**src/rtl/ppc_consts.svh**
```systemverilog
// ppc_consts.svh: offsets, field positions and reset values of the
// port pin configuration block; assumes 8-bit register offsets.
`ifndef PPC_CONSTS_SVH
`define PPC_CONSTS_SVH

// ---------------------------------------------------------------
// register offsets
// ---------------------------------------------------------------
`define PPC_OFS_PORTA_DATA   8'h00
`define PPC_OFS_PORTB_DATA   8'h01
`define PPC_OFS_PORTA_DIR    8'h02
`define PPC_OFS_PORTB_DIR    8'h03
`define PPC_OFS_PORTE_DATA   8'h08
`define PPC_OFS_PORTE_DIR    8'h09
`define PPC_OFS_PULLUP       8'h0C
`define PPC_OFS_LOWDRIVE     8'h0D
`define PPC_OFS_PWM_PAD      8'h54
`define PPC_OFS_PORTP_DATA   8'h56
`define PPC_OFS_PORTP_DIR    8'h57
`define PPC_OFS_TIMER_PAD    8'h8D
`define PPC_OFS_PORTT_DATA   8'hAE
`define PPC_OFS_PORTT_DIR    8'hAF
`define PPC_OFS_SERIAL_PAD   8'hD1
`define PPC_OFS_PORTS_DATA   8'hD6
`define PPC_OFS_PORTS_DIR    8'hD7
`define PPC_OFS_TW_PAD       8'hE5
`define PPC_OFS_TW_DATA      8'hE6
`define PPC_OFS_TW_DIR       8'hE7
`define PPC_OFS_PORTK_DATA   8'hFC
`define PPC_OFS_PORTK_DIR    8'hFD

// ---------------------------------------------------------------
// writable masks and reset values
// ---------------------------------------------------------------
`define PPC_MASK_PORTE_DIR   8'hFC
`define PPC_MASK_PULLUP      8'hF3
`define PPC_MASK_LOWDRIVE    8'hF3
`define PPC_MASK_PORTP       8'h0F
`define PPC_MASK_PORTK       8'h8F
`define PPC_MASK_TW          8'hC0
`define PPC_RST_PULLUP       8'h10
`define PPC_RST_LOWDRIVE     8'h00
`define PPC_RST_DIR          8'h00
`define PPC_RST_PWM_PAD      8'h00
`define PPC_RST_TIMER_PAD    8'h00
`define PPC_RST_SERIAL_PAD   8'h08
`define PPC_RST_TW_PAD       8'h00

// ---------------------------------------------------------------
// field positions
// ---------------------------------------------------------------
`define PPC_BIT_PA           0
`define PPC_BIT_PB           1
`define PPC_BIT_PE           4
`define PPC_BIT_PH           5
`define PPC_BIT_PJ           6
`define PPC_BIT_PK           7
`define PPC_BIT_PWM_PULL     0
`define PPC_BIT_PWM_LOWDRV   1
`define PPC_BIT_SER_PULL     3
`define PPC_BIT_SER_LOWDRV   4
`define PPC_BIT_TMR_PULL     5
`define PPC_BIT_TMR_LOWDRV   4
`define PPC_BIT_TW_PULL      4
`define PPC_BIT_TW_LOWDRV    3

`endif

```
**src/rtl/ppc_pkg.sv**
```systemverilog
// ppc_pkg.sv: types of the port pin configuration block.
// assumes ppc_consts.svh holds all numeric constants.
package ppc_pkg;
  // operating mode handed in by the mode logic
  typedef enum logic [1:0] {
    PPC_MODE_SINGLE   = 2'b00,
    PPC_MODE_EXPANDED = 2'b01,
    PPC_MODE_PERIPH   = 2'b10
  } ppc_mode_t;
endpackage

```
**src/rtl/ppc_pin_mux.sv**
```systemverilog
// ppc_pin_mux.sv: port pin configuration, direction registers, pull-up
// and reduced-drive controls, and pin ownership between GPIO and the
// peripherals. assumes mode and peripheral enables come from mclk logic.
//
// The strobed register port was decided locally.
`timescale 1ns/1ps
`default_nettype none
`include "ppc_consts.svh"

module ppc_pin_mux
  import ppc_pkg::*;
(
  // clock and reset
  input  wire logic       mclk,
  input  wire logic       srst,
  // register port
  input  wire logic [7:0] regAddr,
  input  wire logic [7:0] regWrData,
  input  wire logic       regWr,
  input  wire logic       regRd,
  output logic      [7:0] regRdData,
  // mode and peripheral requests
  input  wire logic [1:0] modeSel,
  input  wire logic [15:0] extBusOut,
  input  wire logic [15:0] extBusOe,
  input  wire logic [7:0] busCtlOut,
  input  wire logic [7:0] busCtlOe,
  input  wire logic [7:0] emuPageOut,
  input  wire logic [3:0] pwmChanEn,
  input  wire logic [3:0] pwmOut,
  input  wire logic [7:0] timerEn,
  input  wire logic [7:0] timerOut,
  input  wire logic [7:0] timerOe,
  input  wire logic [7:0] serialEn,
  input  wire logic [7:0] serialOut,
  input  wire logic [7:0] serialOe,
  input  wire logic       twoWireEn,
  input  wire logic [1:0] twoWireLow,
  input  wire logic [2:0] canTxIn,
  // synchronised pin levels toward peripherals
  output logic      [2:0] canRxOut,
  output logic      [1:0] twoWireIn,
  output logic      [7:0] analogZeroIn,
  output logic      [7:0] analogOneIn,
  output logic      [7:0] pinTIn,
  output logic      [7:0] pinSIn,
  output logic      [7:0] pinEIn,
  // package pins
  input  wire logic [7:0] portAIn,
  output logic      [7:0] portAOut,
  output logic      [7:0] portAOe,
  input  wire logic [7:0] portBIn,
  output logic      [7:0] portBOut,
  output logic      [7:0] portBOe,
  input  wire logic [7:0] portEIn,
  output logic      [7:0] portEOut,
  output logic      [7:0] portEOe,
  input  wire logic [7:0] portKIn,
  output logic      [7:0] portKOut,
  output logic      [7:0] portKOe,
  input  wire logic [3:0] portPIn,
  output logic      [3:0] portPOut,
  output logic      [3:0] portPOe,
  input  wire logic [7:0] portTIn,
  output logic      [7:0] portTOut,
  output logic      [7:0] portTOe,
  input  wire logic [7:0] portSIn,
  output logic      [7:0] portSOut,
  output logic      [7:0] portSOe,
  input  wire logic [1:0] twPinIn,
  output logic      [1:0] twPinOut,
  output logic      [1:0] twPinOe,
  input  wire logic [2:0] canRxPin,
  output logic      [2:0] canTxPin,
  output logic      [2:0] canTxOe,
  input  wire logic [7:0] analogZeroPin,
  input  wire logic [7:0] analogOnePin,
  // pad controls
  output logic      [7:0] pullUpEn,
  output logic      [7:0] lowDriveEn,
  output logic      [2:0] canRxPullUp
);

  // ---------------------------------------------------------------
  // input synchronisers
  // ---------------------------------------------------------------
  localparam int SYNW = 73;
  logic [SYNW-1:0] syncMeta_r;
  logic [SYNW-1:0] syncPin_r;
  logic [SYNW-1:0] pinRaw;
  assign pinRaw = {portAIn, portBIn, portEIn, portKIn, portPIn, portTIn,
                   portSIn, twPinIn, canRxPin, analogZeroPin,
                   analogOnePin};

  // pins are asynchronous to mclk; meta stage feeds only the second
  always_ff @(posedge mclk) begin
    syncMeta_r <= pinRaw;
    syncPin_r  <= syncMeta_r;
  end

  logic [7:0] sA, sB, sE, sK, sT, sS;
  logic [3:0] sP;
  assign {sA, sB, sE, sK, sP, sT, sS, twoWireIn, canRxOut,
          analogZeroIn, analogOneIn} = syncPin_r;
  assign pinTIn = sT;
  assign pinSIn = sS;
  assign pinEIn = sE;

  // ---------------------------------------------------------------
  // map presence per mode
  // ---------------------------------------------------------------
  logic abMapped;
  logic padMapped;
  logic isExpanded;
  logic emuMode;
  assign isExpanded = (modeSel == PPC_MODE_EXPANDED);
  assign emuMode    = (modeSel != PPC_MODE_SINGLE);
  assign abMapped   = (modeSel == PPC_MODE_SINGLE);
  assign padMapped  = (modeSel != PPC_MODE_PERIPH);

  // write strobes; presence in the map gates them where they are used
  function automatic logic wrHit(input logic [7:0] ofs);
    wrHit = regWr && (regAddr == ofs);
  endfunction

  // ---------------------------------------------------------------
  // port A and B data and direction
  // ---------------------------------------------------------------
  logic [7:0] dataA_r, dataB_r, dirA_r, dirB_r;

  // any-time access whenever mapped, no other interlock
  always_ff @(posedge mclk) begin
    if (srst) begin
      dataA_r <= 8'h00;
      dataB_r <= 8'h00;
      dirA_r  <= `PPC_RST_DIR;
      dirB_r  <= `PPC_RST_DIR;
    end else if (abMapped) begin
      if (wrHit(`PPC_OFS_PORTA_DATA)) dataA_r <= regWrData;
      if (wrHit(`PPC_OFS_PORTB_DATA)) dataB_r <= regWrData;
      if (wrHit(`PPC_OFS_PORTA_DIR))  dirA_r  <= regWrData;
      if (wrHit(`PPC_OFS_PORTB_DIR))  dirB_r  <= regWrData;
    end
  end

  // ---------------------------------------------------------------
  // general direction and data registers of the other ports
  // ---------------------------------------------------------------
  logic [7:0] dataE_r, dirE_r, dataK_r, dirK_r, dataP_r, dirP_r;
  logic [7:0] dataT_r, dirT_r, dataS_r, dirS_r, dataW_r, dirW_r;

  always_ff @(posedge mclk) begin
    if (srst) begin
      {dataE_r, dataK_r, dataP_r} <= 24'h000000;
      {dataT_r, dataS_r, dataW_r} <= 24'h000000;
      {dirE_r, dirK_r, dirP_r}    <= {3{`PPC_RST_DIR}};
      {dirT_r, dirS_r, dirW_r}    <= {3{`PPC_RST_DIR}};
    end else begin
      if (wrHit(`PPC_OFS_PORTE_DATA)) dataE_r <= regWrData;
      if (wrHit(`PPC_OFS_PORTE_DIR))
        dirE_r <= regWrData & `PPC_MASK_PORTE_DIR;
      if (wrHit(`PPC_OFS_PORTK_DATA))
        dataK_r <= regWrData & `PPC_MASK_PORTK;
      if (wrHit(`PPC_OFS_PORTK_DIR) && !emuMode)
        dirK_r <= regWrData & `PPC_MASK_PORTK;
      if (wrHit(`PPC_OFS_PORTP_DATA))
        dataP_r <= regWrData & `PPC_MASK_PORTP;
      if (wrHit(`PPC_OFS_PORTP_DIR))
        dirP_r <= regWrData & `PPC_MASK_PORTP;
      if (wrHit(`PPC_OFS_PORTT_DATA)) dataT_r <= regWrData;
      if (wrHit(`PPC_OFS_PORTT_DIR))  dirT_r  <= regWrData;
      if (wrHit(`PPC_OFS_PORTS_DATA)) dataS_r <= regWrData;
      if (wrHit(`PPC_OFS_PORTS_DIR))  dirS_r  <= regWrData;
      if (wrHit(`PPC_OFS_TW_DATA))
        dataW_r <= regWrData & `PPC_MASK_TW;
      if (wrHit(`PPC_OFS_TW_DIR))
        dirW_r <= regWrData & `PPC_MASK_TW;
    end
  end

  // ---------------------------------------------------------------
  // pull-up and reduced-drive registers
  // ---------------------------------------------------------------
  logic [7:0] pullUp_r, lowDrv_r, pwmPad_r, tmrPad_r, serPad_r, twPad_r;
  logic       lowDrvLocked_r;

  // low drive takes one write only, so runaway code cannot weaken pads
  always_ff @(posedge mclk) begin
    if (srst) begin
      pullUp_r       <= `PPC_RST_PULLUP;
      lowDrv_r       <= `PPC_RST_LOWDRIVE;
      lowDrvLocked_r <= 1'b0;
    end else if (padMapped) begin
      if (wrHit(`PPC_OFS_PULLUP))
        pullUp_r <= regWrData & `PPC_MASK_PULLUP;
      if (wrHit(`PPC_OFS_LOWDRIVE) && !lowDrvLocked_r) begin
        lowDrv_r       <= regWrData & `PPC_MASK_LOWDRIVE;
        lowDrvLocked_r <= 1'b1;
      end
    end
  end

  // pad fields of the peripheral ports, any-time access
  always_ff @(posedge mclk) begin
    if (srst) begin
      pwmPad_r <= `PPC_RST_PWM_PAD;
      tmrPad_r <= `PPC_RST_TIMER_PAD;
      serPad_r <= `PPC_RST_SERIAL_PAD;
      twPad_r  <= `PPC_RST_TW_PAD;
    end else begin
      if (wrHit(`PPC_OFS_PWM_PAD))    pwmPad_r <= regWrData;
      if (wrHit(`PPC_OFS_TIMER_PAD))  tmrPad_r <= regWrData;
      if (wrHit(`PPC_OFS_SERIAL_PAD)) serPad_r <= regWrData;
      if (wrHit(`PPC_OFS_TW_PAD))     twPad_r  <= regWrData;
    end
  end

  // ---------------------------------------------------------------
  // pin ownership
  // ---------------------------------------------------------------
  // expanded: A/B carry address and data; peripheral: A/B hand to bus
  assign portAOut = abMapped ? dataA_r : extBusOut[15:8];
  assign portAOe  = abMapped ? dirA_r  : extBusOe[15:8];
  assign portBOut = abMapped ? dataB_r : extBusOut[7:0];
  assign portBOe  = abMapped ? dirB_r  : extBusOe[7:0];

  // port E: bus control in expanded mode, bits 1:0 never driven
  assign portEOut = isExpanded ? busCtlOut : dataE_r;
  assign portEOe  = (isExpanded ? busCtlOe : dirE_r)
                    & `PPC_MASK_PORTE_DIR;

  assign portKOut = emuMode ? emuPageOut : dataK_r;
  assign portKOe  = emuMode ? `PPC_MASK_PORTK : dirK_r;

  // a peripheral enable beats the GPIO direction bit pin by pin
  assign portPOut = (pwmChanEn & pwmOut) | (~pwmChanEn & dataP_r[3:0]);
  assign portPOe  = pwmChanEn | dirP_r[3:0];
  assign portTOut = (timerEn & timerOut) | (~timerEn & dataT_r);
  assign portTOe  = (timerEn & timerOe) | (~timerEn & dirT_r);
  assign portSOut = (serialEn & serialOut) | (~serialEn & dataS_r);
  assign portSOe  = (serialEn & serialOe) | (~serialEn & dirS_r);

  // two-wire pins are open drain while twoWireEn is set: only pulled low
  assign twPinOut = twoWireEn ? 2'b00 : dataW_r[7:6];
  assign twPinOe  = twoWireEn ? twoWireLow : dirW_r[7:6];

  // CAN pins belong to the controllers alone
  assign canTxPin    = canTxIn;
  assign canTxOe     = 3'b111;
  assign canRxPullUp = 3'b111;

  // a port's pull-up stays on while any pin of that port is an input
  logic [7:0] pullRaw;
  assign pullRaw = {pullUp_r[`PPC_BIT_PA], pullUp_r[`PPC_BIT_PB],
                    pullUp_r[`PPC_BIT_PE], pullUp_r[`PPC_BIT_PK],
                    pwmPad_r[`PPC_BIT_PWM_PULL],
                    tmrPad_r[`PPC_BIT_TMR_PULL],
                    serPad_r[`PPC_BIT_SER_PULL],
                    twPad_r[`PPC_BIT_TW_PULL]};
  assign pullUpEn = pullRaw & {|(~portAOe), |(~portBOe), |(~portEOe),
                    |(~portKOe), |(~portPOe), |(~portTOe),
                    |(~portSOe), |(~twPinOe)};
  assign lowDriveEn = {lowDrv_r[`PPC_BIT_PA], lowDrv_r[`PPC_BIT_PB],
                       lowDrv_r[`PPC_BIT_PE], lowDrv_r[`PPC_BIT_PK],
                       pwmPad_r[`PPC_BIT_PWM_LOWDRV],
                       tmrPad_r[`PPC_BIT_TMR_LOWDRV],
                       serPad_r[`PPC_BIT_SER_LOWDRV],
                       twPad_r[`PPC_BIT_TW_LOWDRV]};

  // ---------------------------------------------------------------
  // read path
  // ---------------------------------------------------------------
  logic [7:0] rdNxt;
  logic [7:0] rdData_r;

  // data reads show the pin for inputs, the latch for outputs
  always_comb begin
    rdNxt = 8'h00;
    case (regAddr)
      `PPC_OFS_PORTA_DATA: rdNxt = abMapped ?
                         ((dirA_r & dataA_r) | (~dirA_r & sA)) : 8'h00;
      `PPC_OFS_PORTB_DATA: rdNxt = abMapped ?
                         ((dirB_r & dataB_r) | (~dirB_r & sB)) : 8'h00;
      `PPC_OFS_PORTA_DIR:  rdNxt = abMapped ? dirA_r : 8'h00;
      `PPC_OFS_PORTB_DIR:  rdNxt = abMapped ? dirB_r : 8'h00;
      `PPC_OFS_PORTE_DATA: rdNxt = (dirE_r & dataE_r) | (~dirE_r & sE);
      `PPC_OFS_PORTE_DIR:  rdNxt = dirE_r;
      `PPC_OFS_PULLUP:     rdNxt = padMapped ? pullUp_r : 8'h00;
      `PPC_OFS_LOWDRIVE:   rdNxt = padMapped ? lowDrv_r : 8'h00;
      `PPC_OFS_PWM_PAD:    rdNxt = pwmPad_r;
      `PPC_OFS_PORTP_DATA: rdNxt = {4'h0, (dirP_r[3:0] & dataP_r[3:0])
                                   | (~dirP_r[3:0] & sP)};
      `PPC_OFS_PORTP_DIR:  rdNxt = dirP_r;
      `PPC_OFS_TIMER_PAD:  rdNxt = tmrPad_r;
      `PPC_OFS_PORTT_DATA: rdNxt = (dirT_r & dataT_r) | (~dirT_r & sT);
      `PPC_OFS_PORTT_DIR:  rdNxt = dirT_r;
      `PPC_OFS_SERIAL_PAD: rdNxt = serPad_r;
      `PPC_OFS_PORTS_DATA: rdNxt = (dirS_r & dataS_r) | (~dirS_r & sS);
      `PPC_OFS_PORTS_DIR:  rdNxt = dirS_r;
      `PPC_OFS_TW_PAD:     rdNxt = twPad_r;
      `PPC_OFS_TW_DATA:    rdNxt = {(dirW_r[7:6] & dataW_r[7:6])
                                   | (~dirW_r[7:6] & twoWireIn), 6'h00};
      `PPC_OFS_TW_DIR:     rdNxt = dirW_r;
      `PPC_OFS_PORTK_DATA: rdNxt = ((dirK_r & dataK_r) | (~dirK_r & sK))
                                   & `PPC_MASK_PORTK;
      `PPC_OFS_PORTK_DIR:  rdNxt = dirK_r;
      default:             rdNxt = 8'h00;
    endcase
  end

  // read data stands only in the cycle after the strobe
  always_ff @(posedge mclk) begin
    if (srst) rdData_r <= 8'h00;
    else      rdData_r <= regRd ? rdNxt : 8'h00;
  end
  assign regRdData = rdData_r;

  // ---------------------------------------------------------------
  // assertions
  // ---------------------------------------------------------------
  property p_ab_bus;
    @(posedge mclk) disable iff (srst)
      isExpanded |-> (portAOut == extBusOut[15:8])
                  && (portBOe == extBusOe[7:0]);
  endproperty
  a_ab_bus: assert property (p_ab_bus)
    else $error("port A/B not handed to bus in expanded mode");

  property p_ab_data_rw;
    @(posedge mclk) disable iff (srst)
      (abMapped && dirA_r == 8'hFF && regWr
       && regAddr == `PPC_OFS_PORTA_DATA)
      ##1 !regWr
      ##1 (regRd && regAddr == `PPC_OFS_PORTA_DATA && dirA_r == 8'hFF
           && abMapped)
      |=> regRdData == $past(regWrData, 3);
  endproperty
  a_ab_data_rw: assert property (p_ab_data_rw)
    else $error("port A data did not read back");

  property p_ab_dir_gone;
    @(posedge mclk) disable iff (srst)
      (regRd && regAddr == `PPC_OFS_PORTA_DIR && !abMapped)
      |=> regRdData == 8'h00;
  endproperty
  a_ab_dir_gone: assert property (p_ab_dir_gone)
    else $error("port A direction visible outside single mode");

  property p_can_pins;
    @(posedge mclk) disable iff (srst)
      canTxOe == 3'b111 && canTxPin == canTxIn && canRxPullUp == 3'b111;
  endproperty
  a_can_pins: assert property (p_can_pins)
    else $error("CAN pins not dedicated");

  property p_tw_owner;
    @(posedge mclk) disable iff (srst)
      twoWireEn |-> twPinOut == 2'b00 && twPinOe == twoWireLow;
  endproperty
  a_tw_owner: assert property (p_tw_owner)
    else $error("two-wire pins not owned by module");

  property p_pe_input;
    @(posedge mclk) disable iff (srst) portEOe[1:0] == 2'b00;
  endproperty
  a_pe_input: assert property (p_pe_input)
    else $error("port E input pin driven");

  property p_pk_emu;
    @(posedge mclk) disable iff (srst)
      emuMode |-> portKOut == emuPageOut && portKOe == `PPC_MASK_PORTK;
  endproperty
  a_pk_emu: assert property (p_pk_emu)
    else $error("port K emulation signals missing");

  property p_pwm_own;
    @(posedge mclk) disable iff (srst)
      (portPOe & pwmChanEn) == pwmChanEn;
  endproperty
  a_pwm_own: assert property (p_pwm_own)
    else $error("enabled PWM pin not driven");

  property p_dir_out;
    @(posedge mclk) disable iff (srst)
      (wrHit(`PPC_OFS_PORTT_DIR) && timerEn == 8'h00)
      ##1 (timerEn == 8'h00) |-> portTOe == $past(regWrData);
  endproperty
  a_dir_out: assert property (p_dir_out)
    else $error("port T direction not applied");

  property p_reset_vals;
    @(posedge mclk) srst |=> pullUp_r == `PPC_RST_PULLUP
      && lowDrv_r == 8'h00 && dirA_r == 8'h00 && serPad_r[3];
  endproperty
  a_reset_vals: assert property (p_reset_vals)
    else $error("wrong reset value");

  property p_lowdrv_once;
    @(posedge mclk) disable iff (srst)
      (lowDrvLocked_r && wrHit(`PPC_OFS_LOWDRIVE)) |=> $stable(lowDrv_r);
  endproperty
  a_lowdrv_once: assert property (p_lowdrv_once)
    else $error("low drive register changed twice");

  c_lowdrv_write: cover property (@(posedge mclk) disable iff (srst)
    wrHit(`PPC_OFS_LOWDRIVE) && !lowDrvLocked_r);
  c_expanded: cover property (@(posedge mclk) disable iff (srst)
    isExpanded && |extBusOe);
  c_pwm_take: cover property (@(posedge mclk) disable iff (srst)
    pwmChanEn == 4'hF);
  c_tw_on: cover property (@(posedge mclk) disable iff (srst)
    twoWireEn && |twoWireLow);

endmodule
`default_nettype wire

```
**config.mk**
```make
export PLATFORM = sky130hd
export DESIGN_NAME = ppc_pin_mux
export DESIGN_NICKNAME = d
export VERILOG_FILES = /design/src/rtl/ppc_pkg.sv /design/src/rtl/ppc_pin_mux.sv
export VERILOG_INCLUDE_DIRS = /design/src /design/src/rtl
export SDC_FILE = /design/constraint.sdc
export NUM_CORES = 1
export LEC_CHECK = 0
export BUFFER_PORTS_ARGS = -buffer_cell sky130_fd_sc_hd__buf_2
export CAP_MARGIN = 20
export CORE_AREA = 2 2 156 158
export CTS_BUF_LIST = sky130_fd_sc_hd__clkbuf_8
export CTS_CLUSTER_SIZE = 12
export DETAILED_ROUTE_END_ITERATION = 6
export DIE_AREA = 0 0 158 160
export PLACE_DENSITY = 0.79
export SETUP_SLACK_MARGIN = 0.05
export SYNTH_ARGS = -nofsm -noshare
export SYNTH_HDL_FRONTEND = slang
export SYNTH_SLANG_ARGS = --single-unit
```
**constraint.sdc**
```tcl
create_clock -name mclk -period 2.2 [get_ports mclk]
set_input_delay 0.22 -clock mclk [delete_from_list [all_inputs] [get_ports mclk]]
set_output_delay 0.22 -clock mclk [all_outputs]
set_load 0.01 [all_outputs]
```
==> results_tabular.tex, run 1 <==
\begin{tabular}{lr}
\hline
Metric & Value \\
\hline
\multicolumn{2}{l}{\textbf{Logic synthesis}} \\
\quad Synth Register Bits & $\sim$300 \\
\quad Dominant cells by area after synthesis & sky130\_fd\_sc\_hd\_\_dfxtp\_1 49\%, sky130\_fd\_sc\_hd\_\_mux2\_2 11\%, sky130\_fd\_sc\_hd\_\_mux2i\_1 11\%, sky130\_fd\_sc\_hd\_\_buf\_4 4.6\%, sky130\_fd\_sc\_hd\_\_nor2\_1 4.1\% \\
\quad Synth top area share & 0.486 \\
\quad Leading area contributor after synthesis & sky130\_fd\_sc\_hd\_\_dfxtp\_1 \\
\quad Total standard cell area after synthesis & 12,100 sq um \\
\quad Commonest cells in the netlist & 293 x sky130\_fd\_sc\_hd\_\_dfxtp\_1, 133 x sky130\_fd\_sc\_hd\_\_nor2\_1, 127 x sky130\_fd\_sc\_hd\_\_mux2i\_1 \\
\quad Register area share after synthesis & 0.486 \\
\quad Number of flops mapped to enable cells by yosys & 0 \\
\quad Most frequently used cell type in the post-synthesis netlist & sky130\_fd\_sc\_hd\_\_dfxtp\_1 \\
\quad Yosys warning total & 0 \\
\quad Asr flop ratio synth & 0 \\
\quad Synth cell types & 70 \\
\quad Average cell area after synthesis & 10.5 sq um \\
\quad Number of cells produced by synthesis & 1,149 \\
\quad Dominant register cell in the synthesized netlist & sky130\_fd\_sc\_hd\_\_dfxtp\_1 \\
\multicolumn{2}{l}{\textbf{Worst setup path}} \\
\quad Required time at the worst-slack endpoint & approximately 2.0 ns \\
\quad Highest cell delay on the worst timing path & 0.45 ns \\
\quad Maximum fanout along the worst path & 5 \\
\quad Buffer and inverter count on the worst path & 1 \\
\quad Critical path class & reg2out \\
\quad Worst Setup End Kind & primary output \\
\quad Kind of cell adding the most delay to the critical path & flip-flops \\
\quad Slowest cell on the critical path & sky130\_fd\_sc\_hd\_\_dfxtp\_1 \\
\quad Element type at the critical path start & flop \\
\quad Ordered cell list for the critical path & mux2\_2, nand4\_1, o21a\_1, buf\_2 \\
\quad Arrival time worst endpoint & 1.69 ns \\
\multicolumn{2}{l}{\textbf{Clock network}} \\
\quad CTS H-tree depth & 2 \\
\quad TritonCTS Sinks & 293 \\
\quad TritonCTS clock tree & done \\
\quad Worst skew pair latency & 0.58 ns \\
\quad Inserted Clock Buffers & 48 \\
\quad Post-CTS repair timing setup buffer count & 0 \\
\quad Max clock buf depth & 3 \\
\quad Clock-pin slew of the registers on the worst-case setup and hold paths & around 0.070 ns \\
\quad Number of gates given a new drive strength after cts & 0 \\
\quad Clk Tree Root Cell & sky130\_fd\_sc\_hd\_\_clkbuf\_8 \\
\quad Number of buffers inserted by hold repair at cts & 70 \\
\multicolumn{2}{l}{\textbf{STA}} \\
\quad Fmax & 0.524 GHz \\
\quad Relative slew margins & 0.588 \\
\quad Hold violation count in the final report & 0 \\
\quad TNS Setup & 0 ns \\
\quad Pin slew with the least headroom to its limit & 0.618 ns \\
\quad \# setup viols final & 0 \\
\quad Final slew viol count & 0 \\
\quad Worst Hold Slack & 0.0516 ns \\
\quad Final worst path period need & 1.91 ns \\
\quad Setup repair after global routing missed its margin & no \\
\quad Skew final & 0.0298 ns \\
\quad Period utilization & 0.868 \\
\multicolumn{2}{l}{\textbf{Floorplanning}} \\
\quad Initial core utilization & 0.507 \\
\quad Die boundary height & around 160 microns \\
\quad Cell row count & 57 \\
\quad Full die area & 25,300 sq um \\
\quad Placeable core region & 23,800 sq um \\
\quad Io pins & roughly 400 \\
\quad Overall die width & about 160 microns \\
\multicolumn{2}{l}{\textbf{Drt}} \\
\quad First-pass iteration count of the detailed router & 5 \\
\quad Routed wire length per instance & between 15 and 20 microns \\
\quad Vias per std cell & 5.34 \\
\quad Count of nets left with antenna violations after detail routing & 0 \\
\quad Drc violations & 0 \\
\quad Initial detailed-routing violation count & $\sim$620 \\
\quad Detailed Route WL & $\sim$36,000 microns \\
\quad Routed vias & 10,100 \\
\multicolumn{2}{l}{\textbf{Pwr}} \\
\quad Switch share & 0.244 \\
\quad Proportion of power drawn by combinational gates & 0.093 \\
\quad Switching power summed over all nets & $\sim$2.7 mW \\
\quad Clock power share & 0.420 \\
\quad Share of total power in sequential cells & 0.487 \\
\quad Cell internal power dissipation & 8.53 mW \\
\quad Worst ir drop on vdd & 0.665 mV \\
\quad Pleak & 7.41 nW \\
\quad Pwr/cell area & between 700 and 800 nW/um\^{}2 \\
\multicolumn{2}{l}{\textbf{Finish}} \\
\quad Largest registers ranked by flip-flop count & syncMeta\_r x70, syncPin\_r x70 \\
\quad Post-route standard cell area excluding fillers & around 15,000 sq um \\
\quad Post-synthesis to final-layout area growth & 27.8\% \\
\quad Ratio of cells with drive above 1 in the final layout & 0.405 \\
\quad Final net count & about 1,700 \\
\quad Final cell utilization of the core & 0.648 \\
\multicolumn{2}{l}{\textbf{Global routing}} \\
\quad Vias in the first global route & 9,839 \\
\quad First-pass GRT wire length & 54,100 microns \\
\quad Total grt overflow & 0 \\
\quad Pin count of the biggest net entering global routing & 83 \\
\quad Initial antenna violation count & 0 \\
\quad Overall routing resource usage & 0.279 \\
\multicolumn{2}{l}{\textbf{Placed design}} \\
\quad Hpwl dp & 25,500 microns \\
\quad Final GP Congestion & a little under 0.9 \\
\quad Quantity of I/O buffers inserted on ports & 376 \\
\quad Placed standard-cell area & 13,800 sq um \\
\multicolumn{2}{l}{\textbf{Hold path}} \\
\quad Worst Hold Class & in2reg \\
\multicolumn{2}{l}{\textbf{Job}} \\
\quad Count of max-cap constraint violations & 0 \\
\multicolumn{2}{l}{\textbf{Run status}} \\
\quad Outcome & complete, no violations \\
\hline
\end{tabular}
[layout make-up]
type | instances | area (sq um)
Timing Repair Buffer | 475 | 2840
Antenna cell | 1 | 2.50
Inverter | 12 | 45.0
Tap cell | 324 | 405
Clock inverter | 23 | 111
Sequential cell | 293 | 5870
Multi-Input combinational cell | 706 | 5300
Clock buffer | 63 | 867
Fill cell | 1918 | 8380
[metrics by stage]
stage | power [mW] | setup WS, ns | cells
5_1_grt | 11.7 | 0.213 | 1896
6_report | 11.3 | 0.291 | 1897
3_3_place_gp | 6.52 | 0.134 | 1740
2_1_floorplan | 6.15 | 0.566 | 1158
3_5_place_dp | 6.54 | 0.0970 | 1740
4_1_cts | 11.3 | 0.299 | 1896
[power by group through the flow]
stage	combinational, mW	clock (mW)	sequential [mW]
2_1_floorplan	0.566	0	5.59
3_3_place_gp	0.924	0	5.60
3_5_place_dp	0.937	0	5.61
4_1_cts	1.04	4.82	5.49
5_1_grt	1.12	5.07	5.50
6_report	1.05	4.74	5.49
[cells by family (layout without fill, tap and decap cells)]
group                  after synthesis  count (layout)  share of synthesized area
DFF                                293             293                      0.486
muxes                              249             249                      0.226
AOI/OAI and AO/OA                  138             138                     0.0793
other                                2              12                   0.000622
buffers and inverters              159             573                     0.0786
and+or+nand+nor                    308             308                      0.130
[layout by cell type, fill, tap and decap left out, types with 5 or more instances in the layout]
| cell | n |
|---|---|
| sky130_fd_sc_hd__o31a_1 | 8 |
| sky130_fd_sc_hd__o21ai_0 | 25 |
| sky130_fd_sc_hd__buf_4 | 27 |
| sky130_fd_sc_hd__clkinv_2 | 7 |
| sky130_fd_sc_hd__or3_1 | 5 |
| sky130_fd_sc_hd__and3_1 | 9 |
| sky130_fd_sc_hd__mux2_2 | 115 |
| sky130_fd_sc_hd__clkbuf_8 | 63 |
| sky130_fd_sc_hd__nand2b_1 | 5 |
| sky130_fd_sc_hd__mux4_2 | 7 |
| sky130_fd_sc_hd__nor2b_1 | 10 |
| sky130_fd_sc_hd__o22ai_1 | 6 |
| sky130_fd_sc_hd__nand4_1 | 12 |
| sky130_fd_sc_hd__buf_2 | 375 |
| sky130_fd_sc_hd__dlygate4sd3_1 | 70 |
| sky130_fd_sc_hd__or3b_2 | 6 |
| sky130_fd_sc_hd__dfxtp_1 | 293 |
| sky130_fd_sc_hd__mux2i_1 | 127 |
| sky130_fd_sc_hd__a221oi_1 | 7 |
| sky130_fd_sc_hd__conb_1 | 11 |
| sky130_fd_sc_hd__a21oi_1 | 40 |
| sky130_fd_sc_hd__nand2_1 | 47 |
| sky130_fd_sc_hd__nor2_1 | 132 |
| sky130_fd_sc_hd__inv_1 | 24 |
| sky130_fd_sc_hd__a22oi_1 | 10 |
| sky130_fd_sc_hd__or2_2 | 5 |
| sky130_fd_sc_hd__nand3_2 | 8 |
| sky130_fd_sc_hd__nand3_1 | 38 |
| sky130_fd_sc_hd__a31oi_1 | 5 |
[final timing paths]
check	startpoint	end	slack, ns	cells after the start
min	srst	dirB_r[6]	0.05	2
max	dirT_r[7]	pullUpEn[2]	0.29	4
min reg2reg	syncMeta_r[27]	syncPin_r[27]	0.31	0
max reg2reg	dirA_r[0]	regRdData[0]	0.38	4
[layer usage]
metal / up-vias / wire [microns] / global-route usage
met5: - / 0 / 0
met4: 0 / 1220 / 0.107
met3: 80 / 2780 / 0.0627
met2: 494 / 18100 / 0.480
met1: 4797 / 14400 / 0.337
li1: 4750 / - / -
No activity file was read; power rests on OpenSTA's default activity.
==> run 2: changes to the inputs <==
Settings changed: MAX_ROUTING_LAYER from default to met4.
==> run 2 against run 1 <==
Net effect:
- routed wire length down 0.42%
- cell count is 0.32% lower
- largest power group unchanged
- hold slack improved by 0.0012 ns
- non-clock buffer count increased by 1
- via count down 1.1%
- clock power grew 4%
- core utilization up 0.13 points
- global-route usage rose by 0.86 points
- sequential power is essentially flat
- maximum frequency decreased by 0.22%
- combinational power about the same
==> results_tabular.tex, run 2 (synthesis results as in run 1) <==
\begin{tabular}{lr}
\hline
Metric & Value \\
\hline
\multicolumn{2}{l}{\textbf{Run status}} \\
\quad Outcome & complete, no violations \\
\multicolumn{2}{l}{\textbf{Clock network}} \\
\quad Post-CTS repair timing setup buffer count & 0 (unchanged) \\
\quad Number of buffers inserted by hold repair at cts & 70 (unchanged) \\
\quad TritonCTS clock tree & done \\
\quad Number of gates given a new drive strength after cts & 0 (unchanged) \\
\quad Clk Tree Root Cell & sky130\_fd\_sc\_hd\_\_clkbuf\_8 \\
\quad Max clock buf depth & 3 (unchanged) \\
\quad CTS H-tree depth & 2 (unchanged) \\
\quad TritonCTS Sinks & 293 (unchanged) \\
\quad Clock-pin slew of the registers on the worst-case setup and hold paths & 0.07 ns (about the same) \\
\quad Inserted Clock Buffers & 48 (unchanged) \\
\quad Worst skew pair latency & 0.58 ns (about the same) \\
\multicolumn{2}{l}{\textbf{Global routing}} \\
\quad First-pass GRT wire length & 54,500 microns (+0.83\%) \\
\quad Initial antenna violation count & 0 (unchanged) \\
\quad Pin count of the biggest net entering global routing & 75 (-9.6\%) \\
\quad Overall routing resource usage & 0.287 (+0.00864) \\
\quad Total grt overflow & 0 (unchanged) \\
\quad Vias in the first global route & 9,888 (+0.50\%) \\
\multicolumn{2}{l}{\textbf{Pwr}} \\
\quad Pwr/cell area & 741 nW/um\^{}2 (+1.5\%) \\
\quad Pleak & 7.40 nW (about the same) \\
\quad Proportion of power drawn by combinational gates & 0.091 (-0.002) \\
\quad Worst ir drop on vdd & 0.647 mV (-2.7\%) \\
\quad Share of total power in sequential cells & 0.479 (-0.008) \\
\quad Clock power share & 0.430 (+0.010) \\
\quad Switching power summed over all nets & 2.70 mW (-1.6\%) \\
\quad Cell internal power dissipation & 8.76 mW (+2.8\%) \\
\quad Switch share & 0.236 (-0.00782) \\
\quad Post-layout total power & 11.5 mW (+1.7\%) \\
\multicolumn{2}{l}{\textbf{Drt}} \\
\quad Detailed Route WL & 36,300 microns (-0.42\%) \\
\quad Drc violations & 0 (unchanged) \\
\quad Vias per std cell & 5.29 (-0.83\%) \\
\quad Initial detailed-routing violation count & 732 (+18\%) \\
\quad First-pass iteration count of the detailed router & 5 (unchanged) \\
\quad Routed wire length per instance & 19.2 microns (-0.11\%) \\
\quad Count of nets left with antenna violations after detail routing & 0 (unchanged) \\
\quad Routed vias & 10,000 (-1.1\%) \\
\multicolumn{2}{l}{\textbf{Finish}} \\
\quad Leading cell type in the layout, fill and taps excluded & sky130\_fd\_sc\_hd\_\_buf\_2 \\
\quad Antenna Cells & 0 (-1) \\
\quad Final cell utilization of the core & 0.649 (+0.00126) \\
\quad Layout fillers & 1,907 (-0.57\%) \\
\quad Largest registers ranked by flip-flop count & syncMeta\_r x70, syncPin\_r x70 \\
\quad Commonest cells after routing, fill and taps aside & 375 x sky130\_fd\_sc\_hd\_\_buf\_2, 293 x sky130\_fd\_sc\_hd\_\_dfxtp\_1, 132 x sky130\_fd\_sc\_hd\_\_nor2\_1, 127 x sky130\_fd\_sc\_hd\_\_mux2i\_1, 115 x sky130\_fd\_sc\_hd\_\_mux2\_2 \\
\quad Ratio of cells with drive above 1 in the final layout & 0.406 (+0.00129) \\
\quad Post-synthesis to final-layout area growth & 28.1\% \\
\quad Final net count & 1,750 (+0.057\%) \\
\multicolumn{2}{l}{\textbf{Placed design}} \\
\quad Quantity of I/O buffers inserted on ports & 376 (unchanged) \\
\quad Hpwl dp & 25,700 microns (+0.77\%) \\
\quad Final GP Congestion & 0.913 (+4.8\%) \\
\multicolumn{2}{l}{\textbf{STA}} \\
\quad Pin slew with the least headroom to its limit & 0.601 ns (-0.0169 ns) \\
\quad Final slew viol count & 0 (unchanged) \\
\quad TNS Setup & 0 ns (unchanged) \\
\quad Period utilization & 0.870 (+0.00195) \\
\quad \# setup viols final & 0 (unchanged) \\
\quad Fmax & 0.523 GHz (-0.22\%) \\
\quad Setup repair after global routing missed its margin & no \\
\quad Final worst path period need & 1.91 ns (+0.00428 ns) \\
\quad Hold violation count in the final report & 0 (unchanged) \\
\quad Skew final & 0.0226 ns (-0.00718 ns) \\
\quad Relative slew margins & 0.599 (+0.0112) \\
\multicolumn{2}{l}{\textbf{Worst setup path}} \\
\quad Arrival time worst endpoint & 1.69 ns (about the same) \\
\quad Element type at the critical path start & flop \\
\quad Critical path class & reg2out \\
\quad Required time at the worst-slack endpoint & 1.98 ns (about the same) \\
\quad Maximum fanout along the worst path & 5 (unchanged) \\
\quad Worst Setup End Kind & primary output \\
\multicolumn{2}{l}{\textbf{Floorplanning}} \\
\quad Initial core utilization & 0.507 (unchanged) \\
\quad Placeable core region & 23,800 sq um (unchanged) \\
\quad Die boundary height & 160 microns (unchanged) \\
\quad Full die area & 25,300 sq um (unchanged) \\
\quad Io pins & 399 (unchanged) \\
\quad Cell row count & 57 (unchanged) \\
\quad Overall die width & 158 microns (unchanged) \\
\multicolumn{2}{l}{\textbf{Hold path}} \\
\quad Worst Hold Class & in2reg \\
\multicolumn{2}{l}{\textbf{Job}} \\
\quad Count of max-cap constraint violations & 0 (unchanged) \\
\hline
\end{tabular}
run 2: layout make-up:
type / count / area [sq um] / share of cell area
inverter: 12 / 45.0 / 0.00291
clock inverter: 20 / 178 / 0.0115
multi-input combinational: 706 / 5300 / 0.343
timing repair buffer: 476 / 2850 / 0.184
sequential: 293 / 5870 / 0.379
clock buffer: 60 / 826 / 0.0534
tap: 324 / 405 / 0.0262
run 2: metal layers:
layer	vias up	routed length [microns]	track usage
met2	454	18300	0.492
li1	4742	-	-
met3	68	2320	0.0461
met5	-	0	-
met1	4741	14800	0.344
met4	0	923	0.0921
run 2: critical path, stage by stage, from the launching register on:
cell	delay, ns
sky130_fd_sc_hd__dfxtp_1	0.46
sky130_fd_sc_hd__mux2_2	0.24
sky130_fd_sc_hd__nand4_1	0.09
sky130_fd_sc_hd__o21a_1	0.20
sky130_fd_sc_hd__buf_2	0.14
run 2: worst paths after layout:
| kind | from | endpoint | slack (ns) | cells after the start |
|---|---|---|---|---|
| worst max register to register | dirB_r[1] | regRdData[1] | 0.39 | 4 |
| worst max-delay path | dirT_r[7] | pullUpEn[2] | 0.29 | 4 |
| worst min-delay path | srst | dirK_r[1] | 0.05 | 2 |
| worst min register to register | syncMeta_r[1] | syncPin_r[1] | 0.32 | 0 |
run 2: stage by stage:
stage | std cells | setup slack [ns] | hold WS, ns | instance area, sq um
finish | 1891 | 0.287 | 0.0527 | 15500
global route | 1891 | 0.218 | 0.0700 | 15500
CTS | 1891 | 0.268 | 0.0370 | 15500
detailed placement | 1741 | 0.0673 | 0.312 | 13800
global placement | 1741 | 0.108 | 0.310 | 13800
floorplan | 1158 | 0.566 | 0.248 | 12100
run 2: power groups by stage:
stage | Combinational (mW) | Clock [mW] | Sequential, mW
floorplan | 0.566 | 0 | 5.59
global placement | 0.923 | 0 | 5.60
detailed placement | 0.938 | 0 | 5.61
CTS | 1.04 | 5.02 | 5.49
global route | 1.12 | 5.26 | 5.50
finish | 1.05 | 4.93 | 5.49
